File: src/hw/brtc_map.svh
// register offsets, field positions, reset values and counts
`ifndef BRTC_MAP_SVH
`define BRTC_MAP_SVH
`define BRTC_OFF_CTRL   8'h00
`define BRTC_OFF_RESET  8'h04
`define BRTC_OFF_TRIM   8'h08
`define BRTC_OFF_RW     8'h0c
`define BRTC_OFF_STAT   8'h10
`define BRTC_OFF_TIME   8'h14
`define BRTC_OFF_DATE   8'h18
`define BRTC_CTRL_OSC   0
`define BRTC_CTRL_BYP   1
`define BRTC_CTRL_SRC   2
`define BRTC_CTRL_PRE   4
`define BRTC_RST_BIT    0
`define BRTC_TRIM_DIR   6
`define BRTC_RW_RD      0
`define BRTC_RW_WR      1
`define BRTC_STAT_BUSY  0
`define BRTC_STAT_CENT  1
`define BRTC_SEC_LSB    0
`define BRTC_MIN_LSB    8
`define BRTC_HOUR_LSB   16
`define BRTC_FMT_BIT    22
`define BRTC_DAY_LSB    24
`define BRTC_DATE_LSB   0
`define BRTC_MON_LSB    8
`define BRTC_YEAR_LSB   16
`define BRTC_TERM_32K   16'h8000
`define BRTC_TERM_60    16'h003c
`define BRTC_TERM_50    16'h0032
`define BRTC_TRIM_SHIFT 7
`define BRTC_RST_DATE   6'h01
`define BRTC_RST_MON    4'h1
`define BRTC_RST_DAY    3'h1
`endif

File: src/hw/brtc_pkg.sv
// types of the backup-domain calendar clock
package brtc_pkg;
  typedef enum logic [1:0] {
    BRTC_PRE_32K = 2'h0,
    BRTC_PRE_60  = 2'h1,
    BRTC_PRE_50  = 2'h2
  } brtc_pre_t;
  typedef enum logic [2:0] {
    BRTC_IDLE  = 3'h0,
    BRTC_WOPEN = 3'h1,
    BRTC_WLOAD = 3'h3,
    BRTC_RCOPY = 3'h4,
    BRTC_RHOLD = 3'h6
  } brtc_hs_t;
  typedef struct packed {
    logic [6:0] seconds_field;
    logic [6:0] minutes;
    logic [5:0] hours;
    logic       hour_format_select;
    logic [2:0] weekday;
    logic [5:0] day_of_month;
    logic [3:0] month_field;
    logic [7:0] year;
  } brtc_cal_t;
  typedef struct packed {
    logic        osc_en;
    logic        bypass;
    logic        src;
    brtc_pre_t   pre;
    logic [5:0]  trim_magnitude;
    logic        trim_direction;
    brtc_hs_t    hs;
    logic        cent;
    logic        cent_pulse;
    logic        lf_prev;
    logic [15:0] div;
    brtc_cal_t   live;
    brtc_cal_t   user;
    logic [31:0] prdata;
    logic        pready;
    logic        pslverr;
  } brtc_st_t;
endpackage

File: src/hw/brtc_top.sv
// backup-domain bcd calendar clock with apb register access
//
// Summary of operation
// - prescaler divides source, one second per wrap
// - source select: watch crystal or alternate
// - terminal counts 32768, 60 or 50
// - trim applies only at 32768 setting
// - six-bit trim, 128 ticks per unit
// - trim direction: add shortens, subtract lengthens
// - only cold start or soft bit resets
// - fields stored bcd except month, which is binary 1 to 12; constant bits dropped
// - seconds and minutes count 0 to 59
// - hours 0-23, or 1-12 with pm bit
// - hour format bit: 1 twelve, 0 twentyfour
// - weekday counts 1 to 7
// - date 1-31, month 1-12, year 0-99
// - february 29 days when year divisible four
// - century event on year 99 to 00
// - read request freezes live copy in user
// - read request refused while busy or writing
// - user writes only accepted during write request
// - write release loads all fields together
// - write request refused while busy or reading
`timescale 1ns/1ps
`include "brtc_map.svh"
module brtc_top (
  // clock, cold-start reset, enable
  input  wire logic        sys_clk,
  input  wire logic        resetn,
  input  wire logic        clk_en,
  // low-frequency sources, sampled on sys_clk
  input  wire logic        watch_crystal_osc,
  input  wire logic        low_freq_system_clock,
  // apb slave
  input  wire logic [7:0]  paddr,
  input  wire logic        psel,
  input  wire logic        penable,
  input  wire logic        pwrite,
  input  wire logic [31:0] pwdata,
  output logic      [31:0] prdata,
  output logic             pready,
  output logic             pslverr,
  // oscillator control and status
  output logic             watch_osc_enable,
  output logic             osc_bypass_select,
  output logic             rtc_busy,
  output logic             century_event
);
  import brtc_pkg::*;

  //////////////////////////////////////////////////////////////////////
  // state
  brtc_st_t s_q;
  brtc_st_t s_d;

  // resetn is the backup supply loss only; system resets never reach here
  localparam brtc_st_t RST = '{
    pre:  BRTC_PRE_32K,
    hs:   BRTC_IDLE,
    live: '{day_of_month: `BRTC_RST_DATE, month_field: `BRTC_RST_MON,
            weekday: `BRTC_RST_DAY, default: '0},
    user: '{day_of_month: `BRTC_RST_DATE, month_field: `BRTC_RST_MON,
            weekday: `BRTC_RST_DAY, default: '0},
    default: '0
  };

  //////////////////////////////////////////////////////////////////////
  // timebase
  logic        lf_in;
  logic        lf_rise;
  logic        hour_end;
  logic [15:0] trim_ticks;
  logic [15:0] term;
  logic        tick;
  logic        load;

  // stopped oscillator gives no edges, so a missing crystal freezes time
  assign lf_in      = s_q.src ? low_freq_system_clock
                              : (watch_crystal_osc & s_q.osc_en);
  assign lf_rise    = lf_in & ~s_q.lf_prev;
  // the trim lands on the last second of each hour
  assign hour_end   = (s_q.live.minutes == 7'h59) && (s_q.live.seconds_field == 7'h59);
  assign trim_ticks = {3'h0, s_q.trim_magnitude, 7'h00} ;

  always_comb begin
    case (s_q.pre)
      BRTC_PRE_60: term = `BRTC_TERM_60;
      BRTC_PRE_50: term = `BRTC_TERM_50;
      default: begin
        term = `BRTC_TERM_32K;
        if (hour_end && s_q.trim_magnitude != 6'h00) begin
          term = s_q.trim_direction ? `BRTC_TERM_32K - trim_ticks
                                    : `BRTC_TERM_32K + trim_ticks;
        end
      end
    endcase
  end

  assign load = (s_q.hs == BRTC_WLOAD) && lf_rise;
  assign tick = lf_rise && (s_q.div >= term - 16'h0001) && !load;

  //////////////////////////////////////////////////////////////////////
  // calendar advance
  logic [6:0] n_sec;
  logic [6:0] n_min;
  logic [5:0] n_hour;
  logic [2:0] n_day;
  logic [5:0] n_date;
  logic [3:0] n_mon;
  logic [7:0] n_year;
  logic       n_cent;

  brtc_cal_step u_step (
    .sec                (s_q.live.seconds_field),
    .min                (s_q.live.minutes),
    .hour               (s_q.live.hours),
    .hour_format_select (s_q.live.hour_format_select),
    .day                (s_q.live.weekday),
    .date               (s_q.live.day_of_month),
    .month_field        (s_q.live.month_field),
    .year               (s_q.live.year),
    .sec_n              (n_sec),
    .min_n              (n_min),
    .hour_n             (n_hour),
    .day_n              (n_day),
    .date_n             (n_date),
    .mon_n              (n_mon),
    .year_n             (n_year),
    .century            (n_cent)
  );

  //////////////////////////////////////////////////////////////////////
  // bus decode
  logic        setup;
  logic        acc_wr;
  logic        mapped;
  logic        soft_rst;
  logic        wr_rw;
  logic [31:0] rd_mux;

  assign setup  = psel && !penable;
  assign acc_wr = psel && penable && s_q.pready && pwrite && !s_q.pslverr;
  assign mapped = (paddr[1:0] == 2'h0) && (paddr <= `BRTC_OFF_DATE);
  assign wr_rw  = acc_wr && (paddr == `BRTC_OFF_RW);
  assign soft_rst = acc_wr && (paddr == `BRTC_OFF_RESET) && pwdata[`BRTC_RST_BIT];

  always_comb begin
    rd_mux = 32'h0000_0000;
    case (paddr)
      `BRTC_OFF_CTRL: begin
        rd_mux[`BRTC_CTRL_OSC] = s_q.osc_en;
        rd_mux[`BRTC_CTRL_BYP] = s_q.bypass;
        rd_mux[`BRTC_CTRL_SRC] = s_q.src;
        rd_mux[`BRTC_CTRL_PRE +: 2] = s_q.pre;
      end
      `BRTC_OFF_TRIM: begin
        rd_mux[5:0] = s_q.trim_magnitude;
        rd_mux[`BRTC_TRIM_DIR] = s_q.trim_direction;
      end
      `BRTC_OFF_RW: begin
        rd_mux[`BRTC_RW_RD] = (s_q.hs == BRTC_RCOPY) || (s_q.hs == BRTC_RHOLD);
        rd_mux[`BRTC_RW_WR] = (s_q.hs == BRTC_WOPEN);
      end
      `BRTC_OFF_STAT: begin
        rd_mux[`BRTC_STAT_BUSY] = rtc_busy;
        rd_mux[`BRTC_STAT_CENT] = s_q.cent;
      end
      `BRTC_OFF_TIME: begin
        rd_mux[`BRTC_SEC_LSB +: 7]  = s_q.user.seconds_field;
        rd_mux[`BRTC_MIN_LSB +: 7]  = s_q.user.minutes;
        rd_mux[`BRTC_HOUR_LSB +: 6] = s_q.user.hours;
        rd_mux[`BRTC_FMT_BIT]       = s_q.user.hour_format_select;
        rd_mux[`BRTC_DAY_LSB +: 3]  = s_q.user.weekday;
      end
      `BRTC_OFF_DATE: begin
        rd_mux[`BRTC_DATE_LSB +: 6] = s_q.user.day_of_month;
        rd_mux[`BRTC_MON_LSB +: 4]  = s_q.user.month_field;
        rd_mux[`BRTC_YEAR_LSB +: 8] = s_q.user.year;
      end
      default: rd_mux = 32'h0000_0000;
    endcase
  end

  //////////////////////////////////////////////////////////////////////
  // next state
  always_comb begin
    s_d = s_q;
    s_d.lf_prev    = lf_in;
    s_d.cent_pulse = 1'b0;
    // apb: answer is prepared in setup, pready high through access
    if (setup) begin
      s_d.pready  = 1'b1;
      s_d.pslverr = !mapped;
      s_d.prdata  = mapped ? rd_mux : 32'h0000_0000;
    end else if (psel && penable && s_q.pready) begin
      s_d.pready = 1'b0;
    end
    if (acc_wr) begin
      case (paddr)
        `BRTC_OFF_CTRL: begin
          s_d.osc_en = pwdata[`BRTC_CTRL_OSC];
          s_d.bypass = pwdata[`BRTC_CTRL_BYP];
          s_d.src    = pwdata[`BRTC_CTRL_SRC];
          s_d.pre    = brtc_pre_t'(pwdata[`BRTC_CTRL_PRE +: 2]);
        end
        `BRTC_OFF_TRIM: begin
          s_d.trim_magnitude = pwdata[5:0];
          s_d.trim_direction = pwdata[`BRTC_TRIM_DIR];
        end
        `BRTC_OFF_STAT: begin
          if (pwdata[`BRTC_STAT_CENT]) s_d.cent = 1'b0;
        end
        `BRTC_OFF_TIME: begin
          if (s_q.hs == BRTC_WOPEN) begin
            s_d.user.seconds_field      = pwdata[`BRTC_SEC_LSB +: 7];
            s_d.user.minutes            = pwdata[`BRTC_MIN_LSB +: 7];
            s_d.user.hours              = pwdata[`BRTC_HOUR_LSB +: 6];
            s_d.user.hour_format_select = pwdata[`BRTC_FMT_BIT];
            s_d.user.weekday            = pwdata[`BRTC_DAY_LSB +: 3];
          end
        end
        `BRTC_OFF_DATE: begin
          if (s_q.hs == BRTC_WOPEN) begin
            s_d.user.day_of_month = pwdata[`BRTC_DATE_LSB +: 6];
            s_d.user.month_field  = pwdata[`BRTC_MON_LSB +: 4];
            s_d.user.year         = pwdata[`BRTC_YEAR_LSB +: 8];
          end
        end
        default: ;
      endcase
    end
    // read/write handshake
    case (s_q.hs)
      BRTC_IDLE: begin
        if (wr_rw && pwdata[`BRTC_RW_RD] && !pwdata[`BRTC_RW_WR]) begin
          s_d.hs   = BRTC_RCOPY;
          s_d.user = s_q.live;
        end else if (wr_rw && pwdata[`BRTC_RW_WR] && !pwdata[`BRTC_RW_RD]) begin
          s_d.hs = BRTC_WOPEN;
        end
      end
      BRTC_WOPEN: begin
        // read set refused while write is open
        if (wr_rw && !pwdata[`BRTC_RW_WR]) s_d.hs = BRTC_WLOAD;
      end
      BRTC_WLOAD: begin
        // both requests refused until the low-frequency edge loads
        if (load) s_d.hs = BRTC_IDLE;
      end
      BRTC_RCOPY, BRTC_RHOLD: begin
        // user copy stays frozen; write set refused meanwhile
        if (wr_rw && !pwdata[`BRTC_RW_RD]) s_d.hs = BRTC_IDLE;
        else s_d.hs = BRTC_RHOLD;
      end
      default: s_d.hs = BRTC_IDLE;
    endcase
    // timebase and calendar
    if (load) begin
      s_d.live = s_q.user;
    end else if (lf_rise) begin
      s_d.div = s_q.div + 16'h0001;
      if (tick) begin
        s_d.div = 16'h0000;
        s_d.live.seconds_field = n_sec;
        s_d.live.minutes       = n_min;
        s_d.live.hours         = n_hour;
        s_d.live.weekday       = n_day;
        s_d.live.day_of_month  = n_date;
        s_d.live.month_field   = n_mon;
        s_d.live.year          = n_year;
        if (n_cent) begin
          s_d.cent       = 1'b1;
          s_d.cent_pulse = 1'b1;
        end
      end
    end
    if (soft_rst) begin
      s_d = RST;
      s_d.lf_prev = lf_in;
    end
  end

  always_ff @(posedge sys_clk or negedge resetn) begin
    if (!resetn) begin
      s_q <= RST;
    end else if (clk_en) begin
      s_q <= s_d;
    end
  end

  //////////////////////////////////////////////////////////////////////
  // outputs
  assign prdata            = s_q.prdata;
  assign pready            = s_q.pready;
  assign pslverr           = s_q.pslverr;
  assign watch_osc_enable  = s_q.osc_en;
  assign osc_bypass_select = s_q.bypass;
  assign rtc_busy          = (s_q.hs == BRTC_RCOPY) || (s_q.hs == BRTC_WLOAD);
  assign century_event     = s_q.cent_pulse;
endmodule

File: src/hw/brtc_cal_step.sv
// one-second advance of the bcd calendar, combinational
`timescale 1ns/1ps
module brtc_cal_step (
  // current calendar
  input  wire logic [6:0] sec,
  input  wire logic [6:0] min,
  input  wire logic [5:0] hour,
  input  wire logic       hour_format_select,
  input  wire logic [2:0] day,
  input  wire logic [5:0] date,
  input  wire logic [3:0] month_field,
  input  wire logic [7:0] year,
  // calendar one second later
  output logic      [6:0] sec_n,
  output logic      [6:0] min_n,
  output logic      [5:0] hour_n,
  output logic      [2:0] day_n,
  output logic      [5:0] date_n,
  output logic      [3:0] mon_n,
  output logic      [7:0] year_n,
  output logic            century
);
  import brtc_pkg::*;

  function automatic logic [7:0] bcd_inc(input logic [7:0] v);
    bcd_inc = (v[3:0] == 4'h9) ? {v[7:4] + 4'h1, 4'h0} : {v[7:4], v[3:0] + 4'h1};
  endfunction

  logic       leap;
  logic [5:0] mlen;
  logic [7:0] t_s;
  logic [7:0] t_m;
  logic [7:0] t_h;
  logic [7:0] t_d;
  logic [7:0] t_y;

  always_comb begin
    // divisible by four: even tens with 0/4/8, odd tens with 2/6
    leap = year[4] ? (year[3:0] == 4'h2 || year[3:0] == 4'h6)
                   : (year[3:0] == 4'h0 || year[3:0] == 4'h4 || year[3:0] == 4'h8);
    case (month_field)
      4'h2: mlen = leap ? 6'h29 : 6'h28;
      4'h4, 4'h6, 4'h9, 4'hb: mlen = 6'h30;
      default: mlen = 6'h31;
    endcase
    t_s = bcd_inc({1'b0, sec});
    t_m = bcd_inc({1'b0, min});
    t_h = bcd_inc({2'h0, hour});
    t_d = bcd_inc({2'h0, date});
    t_y = bcd_inc(year);
    sec_n   = t_s[6:0];
    min_n   = min;
    hour_n  = hour;
    day_n   = day;
    date_n  = date;
    mon_n   = month_field;
    year_n  = year;
    century = 1'b0;
    if (sec == 7'h59) begin
      sec_n = 7'h00;
      min_n = t_m[6:0];
      if (min == 7'h59) begin
        min_n = 7'h00;
        hour_n = t_h[5:0];
        if (!hour_format_select) begin
          if (hour == 6'h23) hour_n = 6'h00;
        end else if (hour[4:0] == 5'h12) begin
          hour_n = {hour[5], 5'h01};
        end else if (hour[4:0] == 5'h11) begin
          hour_n = {~hour[5], 5'h12};
        end
        if (hour_format_select ? (hour == 6'h31) : (hour == 6'h23)) begin
          day_n  = (day == 3'h7) ? 3'h1 : day + 3'h1;
          date_n = t_d[5:0];
          if (date == mlen) begin
            date_n = 6'h01;
            mon_n  = month_field + 4'h1;
            if (month_field == 4'hc) begin
              mon_n  = 4'h1;
              year_n = t_y;
              if (year == 8'h99) begin
                year_n  = 8'h00;
                century = 1'b1;
              end
            end
          end
        end
      end
    end
  end
endmodule

File: config.mk
export PLATFORM = sky130hd
export DESIGN_NAME = brtc_top
export DESIGN_NICKNAME = d
export VERILOG_FILES = /design/src/hw/brtc_pkg.sv /design/src/hw/brtc_top.sv /design/src/hw/brtc_cal_step.sv
export VERILOG_INCLUDE_DIRS = /design/src /design/src/hw
export SDC_FILE = /design/constraint.sdc
export NUM_CORES = 1
export LEC_CHECK = 0
export BUFFER_PORTS_ARGS = -buffer_cell sky130_fd_sc_hd__buf_2
export CORE_MARGIN = 3
export CORE_UTILIZATION = 30
export DETAILED_ROUTE_END_ITERATION = 12
export MAX_ROUTING_LAYER = met4
export PLACE_DENSITY = 0.44
export SYNTH_ARGS = -nofsm -noshare
export SYNTH_HDL_FRONTEND = slang
export SYNTH_SLANG_ARGS = --single-unit
export TNS_END_PERCENT = 5
File: constraint.sdc
create_clock -name sys_clk -period 4.9 [get_ports sys_clk]
set_clock_uncertainty 0.05 [all_clocks]
set_input_delay 0.98 -clock sys_clk [delete_from_list [all_inputs] [get_ports sys_clk]]
set_output_delay 0.98 -clock sys_clk [all_outputs]
set_load 0.02 [all_outputs]
# ---- Yosys cells after proc, flatten, opt, wreduce, memory -nomap -nowiden
# Index checks and enable logic that the tools add are counted.
dict set report classes {
  n_addsub 16
  n_lt_le_gt_ge 2
  n_eq_ne 41
  mux 94
  bitwise 4
  reduce_logical 74
}
# cell n
set ops {}
lappend ops {{$mux W152} 1}
lappend ops {{$mux W42} 3}
lappend ops {{$mux W36} 2}
lappend ops {{$mux W6} 12}
lappend ops {{$mux W21} 3}
lappend ops {{$mux W8} 7}
lappend ops {{$mux W16} 3}
lappend ops {{$mux W24} 2}
lappend ops {{$mux W7} 6}
lappend ops {{$eq A4 B4 Y1 const B} 9}
lappend ops {{$mux W18} 2}
lappend ops {{$mux W3} 11}
lappend ops {{$mux W32} 1}
lappend ops {{$pmux W16 S2} 1}
lappend ops {{$add A4 B1 Y4 const B} 7}
lappend ops {{$mux W27} 1}
lappend ops {{$eq A8 B5 Y1 const B} 3}
lappend ops {{$reduce_bool A3 Y1} 8}
lappend ops {{$logic_and A1 B1 Y1} 20}
lappend ops {{$mux W20} 1}
lappend ops {{$mux W4} 5}
lappend ops {{$mux W1} 18}
lappend ops {{$add A16 B1 Y16 const B} 1}
lappend ops {{$add A16 B13 Y16 const A} 1}
lappend ops {{other kinds (57)} 103}
dict set report totals {
  ff_bits 152
  in_bits 48
  out_inout_bits 38
  wordCells 266
}

# ---- Longest topological paths before layout
dict set report logic_depth {
  depth_word 16
  depth_mapped 21
  ltp_nobuf 17
}

# ---- Cells and area by module
# A second synthesis with hierarchy kept.
dict set report hier_totals {
  hier_cells 1072
  hier_area_um2 9804.4
}
# mod n_inst cells_per_inst area_each_um2 seq_area_each_um2
set modules_own_cells {}
lappend modules_own_cells {brtc_top 1 843 8329.2 3636.0}
lappend modules_own_cells {brtc_cal_step 1 229 1475.2 0.0}

# ---- Least setup slack after synthesis
# Ideal clock, no wire load.
dict set report synth_timing {
  path_kind {flip-flop to flip-flop}
  startpoint {register s_q[112] in the netlist's numbering}
  endpoint {register s_q[85] in the netlist's numbering}
  setup_time_ps 135
  arrival_ps 4179
  required_ps 4715
  path_slack_ps 536
  stages_incl_launch_ff 21
  path_buffers 4
  period_less_slack_ps 4364
  cell_sequence {dfrtp_1 -> inv_1 -> ha_1 -> and3b_1 -> clkbuf_1 -> and3_1 -> nand4_1 -> or2_2 -> clkbuf_1 -> or3_1 -> xor2_1 -> ha_1 -> and4_1 -> nand2_1 -> o32a_1 -> nand2_1 -> clkbuf_1 -> a21oi_1 -> buf_2 -> o21ai_0 -> o31ai_1}
}
dict set report synth_between {
  elab_chain_cells 11
  word_cells_on_any_way 12
  cone_classes {add/sub (1); order compare (1); eq/ne (1); mux (2); reduce/logical (7)}
}
# item line_no
set synth_rtl {}
lappend synth_rtl {{from (decl)} brtc_top.sv:53} ;# brtc_st_t s_q;
lappend synth_rtl {{from (signal assigned)} brtc_top.sv:285} ;# s_q <= RST;
lappend synth_rtl {{from (signal assigned)} brtc_top.sv:287} ;# s_q <= s_d;
lappend synth_rtl {{$eq A7 B7 Y1 *} {brtc_top.sv:82, brtc_cal_step.sv:59}}
lappend synth_rtl {{$logic_and A1 B1 Y1} brtc_top.sv:82} ;# assign hour_end = (s_q.live.minutes == 7'h59) && (s_q.live.seconds_field == 7'h59);
lappend synth_rtl {{$logic_and A1 B1 Y1} brtc_top.sv:91} ;# if (hour_end && s_q.trim_magnitude != 6'h00) begin
lappend synth_rtl {{$mux W16} brtc_top.sv:91}
lappend synth_rtl {{$pmux W16 S2} brtc_top.sv:86} ;# case (s_q.pre)
lappend synth_rtl {{$sub A16 B1 Y16} brtc_top.sv:100} ;# assign tick = lf_rise && (s_q.div >= term - 16'h0001) && !load;
lappend synth_rtl {{$ge A16 B16 Y1} brtc_top.sv:100}
lappend synth_rtl {{$logic_and A1 B1 Y1 (2 in series)} brtc_top.sv:100}
lappend synth_rtl {{$reduce_bool A3 Y1 (no line)} --}
lappend synth_rtl {{$reduce_and A7 Y1 (no line) *} --}
# Every way passes the cells marked *; elsewhere a longest branch is shown, timed or not.
# A chain may end at the register's enable or synchronous reset.

# ---- Worst setup path after layout
dict set report layout_timing {
  startpoint {register s_q[112] in the netlist's numbering}
  endpoint {register s_q[110] in the netlist's numbering}
}
dict set report layout_between {
  elab_chain_cells 11
  word_cells_on_any_way 12
  cone_classes {add/sub (1); order compare (1); eq/ne (1); mux (2); reduce/logical (7)}
}
# item line_no
set layout_rtl {}
lappend layout_rtl {{$eq A7 B7 Y1 *} {brtc_top.sv:82, brtc_cal_step.sv:59}}
lappend layout_rtl {{$logic_and A1 B1 Y1} brtc_top.sv:82}
lappend layout_rtl {{$logic_and A1 B1 Y1} brtc_top.sv:91}
lappend layout_rtl {{$mux W16} brtc_top.sv:91}
lappend layout_rtl {{$pmux W16 S2} brtc_top.sv:86}
lappend layout_rtl {{$sub A16 B1 Y16} brtc_top.sv:100}
lappend layout_rtl {{$ge A16 B16 Y1} brtc_top.sv:100}
lappend layout_rtl {{$logic_and A1 B1 Y1 (2 in series)} brtc_top.sv:100}
lappend layout_rtl {{$reduce_bool A3 Y1 (no line)} --}
lappend layout_rtl {{$reduce_and A5 Y1 (no line) *} --}
# Marked as above.

==> results.tsv <==
stage	metric	value	unit
status	run status	finished clean	
pwr	total power per unit cell area	261.4	mW/mm2
setup_path	Crit Path Max Fanout	9	
flow_run	count of max-cap constraint violations	0	
yosys	share of the yosys chip area belonging to registers	38.78	%
clock_tree	CTS tree	built	
yosys	Yosys reg bits	145	
final_layout	Final Net Count	1202	
timing	final period utilization	92.96	%
pwr	Seq pwr share	44.9	%
final_layout	area delta synth->final	13.90	%
clock_tree	number of H-tree levels	4	
die	Core Rows	64	
route	routed via count divided by cell count	5.385	
yosys	Post-Syn Instances	1076	
pwr	Static Leakage	0.005005	uW
yosys	share of flip-flops with an asynchronous set or reset	100.0	%
grt	all-layer global routing usage	19.57	%
setup_path	startpoint type of the worst setup path	flop	
route	first-iteration detailed-routing DRC count	701	
setup_path	element type at the critical path end	flop	
route	total via count after detailed routing	8212	
placed_design	Detailed Place HPWL	22210	um
timing	total setup violations reported at the end of the flow	0	
timing	f_max	0.2195	GHz
yosys	mean cell area of the mapped netlist	8.714	um2
final_layout	area of combinational cells with multiple inputs	0.005096	mm2
timing	Slew HR	13.89	%
timing	crit path time final	4.555	ns
grt	initial antenna violation count	0	
pwr	clock power share	48.7	%
yosys	share of the synthesized area in the top cell type	37.10	%
timing	transition time of the tightest slew-check pin	1.287	ns
route	wire length after detailed routing	31560	um
timing	PnR worst setup slack	0.3452	ns
grt	maximum number of pins on one net before global-route repair	98	
die	y dimension of the die	182.8	um
yosys	arithmetic-cell share of the synthesized area counting full adders, half adders and majority gates	4.804	%
pwr	NetSw	687.7	uW
grt	Overflow after GRT	0	
pwr	fraction of power spent switching nets	24.63	%
final_layout	area used by sequential logic in the layout	0.003636	mm2
die	effective utilization at floorplan	30.57	%
die	width of the chip	182.8	um
setup_path	CP required	5.17	ns
timing	Worst Hold Margin	0.4245	ns
timing	Fin. Hold Viols	0	
yosys	largest area contributor in the netlist	dfrtp_1	
clock_tree	Skew-Pair Late Insertion Delay	0.43	ns
clock_tree	clock buffer count from CTS	17	
die	num ports	86	
clock_tree	Max Root-Sink Buffers	2	
route	Avg WL per Cell	20.70	um
placed_design	total of buffers placed on input and output ports	71	
pwr	total design power	2792	uW
timing	unrepaired setup endpoints after global routing	no	
clock_tree	post-CTS setup repair buffer count	0	
grt	global-route wire length before repair	49510	um
route	DRC violation count after routing	0	
clock_tree	quantity of hold-fixing buffers added after cts	0	
route	number of detailed-route iterations in the first pass	9	
final_layout	final standard cell utilization of the core	34.82	%
pwr	Max VDD drop	0.2173	mV
min_path	Worst Hold Class	reg2reg	
yosys	dominant synthesized flop cell	dfrtp_1	
yosys	leading post-synthesis cells by cell area	dfrtp_1, o21ai_0, nand2_1	
die	die area	0.03341	mm2
final_layout	antenna fix cells	0	
yosys	count of cell types in the netlist	75	
clock_tree	Sinks on Clock Net	145	
setup_path	arrival time reported for the critical path endpoint	4.82	ns
placed_design	RD Place Congestion	0.8750	
yosys	Post-Syn Area	0.009376	mm2
final_layout	Filler Cells Inserted	3253	
placed_design	pre-CTS setup slack	0.3825	ns
clock_tree	clock-pin slew of the registers on the worst-case setup and hold paths	0.06	ns
clock_tree	CTS Root Cell	clkbuf_16	
yosys	combinational family with the most area after synthesis	compound AO/OA/AOI/OAI gates	
yosys	share of the synthesized netlist area taken by xor and xnor gates	2.802	%
die	Core Footprint	0.03067	mm2
yosys	number of warning messages in the yosys log	0	
route	antenna violation net count after detailed routing	0	
pwr	internal power summed over all cells	2104	uW
yosys	share of cell area taken by muxes after synthesis	5.338	%
final_layout	layout cells sized above 1	15.23	%
clock_tree	CTS resizes	0	
yosys	synthesized-area fraction occupied by ao, oa, aoi and oai cells	22.93	%
yosys	number of flops mapped to enable cells by yosys	0	
grt	via count of the first global-routing pass	8173	
timing	total negative slack for setup checks	0	ns
timing	number of max-slew violations in the final report	0	
setup_path	class of the most critical setup path	reg2reg	
pwr	Logic pwr share	6.4	%
yosys	simple-gate portion of the synthesized area	18.11	%
## final timing paths
path,from,to,depth (start not counted),slack (ns)
max,s_q[112],s_q[110],16,0.35
min reg2reg,prdata[22],prdata[22],2,0.42
min in group asynchronous,resetn,s_q[128],1,0.57
min,prdata[22],prdata[22],2,0.42
max in group asynchronous,resetn,s_q[52],2,3.29
max reg2reg,s_q[112],s_q[110],16,0.35
## synth_stat cells (11+ instances only)
cell and n:
o21ai_0 104, a22o_1 27, inv_1 53, dfrtp_1 139, buf_4 32, a22oi_1 23, clkbuf_1 49, a21oi_1 58
ha_1 36, o31ai_1 11, mux2_2 12, nor2_1 92, xnor2_1 16, nand3_1 19, nand2_1 123, o22ai_1 17
nor3_1 19, xor2_1 14, mux2i_1 32
## power by group through the flow
stage	sequential (uW)	combinational, uW	clock, uW
final	1250	179	1360
after global routing	1250	200	1440
after CTS	1250	182	1400
after detailed placement	1270	181	0
after global placement	1270	181	0
after floorplan	1260	94.7	0
## worst max-delay path, stage by stage (launching register included)
cell     delay (ns)
dfrtp_1        0.44
inv_1          0.09
ha_1           0.18
and3b_1        0.20
and3_1         0.18
nand4_1        0.20
or2_2          0.35
buf_4          0.16
or4_1          0.41
ha_1           0.31
and4_1         0.21
nand2_1        0.07
o32a_1         0.37
and2_1         0.31
nor4_1         0.58
a21oi_1        0.14
o32ai_1        0.18
## cell families (layout without fill, tap and decap cells)
kind of cell	count (synthesis)	count (layout)
flip-flops	145	145
AND/OR/NAND/NOR	345	345
AO/OA/AOI/OAI	328	328
XOR/XNOR	30	30
other	1	7
buffers and inverters	145	192
adder cells (fa/ha/maj)	36	36
multiplexers	46	46
## metal layers
metal  track usage [%]  wire [um]
met1             27.79      15650
met2             29.22      14100
met3             3.154       1374
met4             4.989        439
met5                 -          0
## stage by stage
step                cells  instance area (um2)
floorplan            1082                 9399
global placement     1495                10090
detailed placement   1495                10090
CTS                  1525                10680
global route         1525                10680
finish               1525                10680
## sequential cells by signal (all words and copies together) (netlist names)
register	cells
s_q	115
prdata	25
century_event	1
osc_bypass_select	1
pready	1
pslverr	1
watch_osc_enable	1
## final cells by class
class                   instances  share of cell area (%)
multi-input cells             792                   47.72
clock inverters                 9                   1.254
inverters                      53                   1.863
clock buffers                  21                   4.311
flip-flops and latches        145                   34.04
repair buffers                109                   6.174
well taps                     396                   4.639
## cells in the final DEF (no fill, tap or decap), drive strengths merged, types with 10 or more instances in the layout
| master | n |
|---|---|
| ha | 36 |
| buf | 109 |
| a21oi | 59 |
| o31ai | 11 |
| nand3 | 19 |
| mux2i | 32 |
| a222oi | 10 |
| nand2 | 123 |
| clkbuf | 21 |
| o21ai | 109 |
| mux2 | 12 |
| o22ai | 17 |
| nor2 | 94 |
| xor2 | 14 |
| a22o | 27 |
| nor3 | 20 |
| dfrtp | 139 |
| inv | 53 |
| o32ai | 10 |
| a22oi | 23 |
| xnor2 | 16 |
Note: power is estimated with default switching activity, not from simulation.
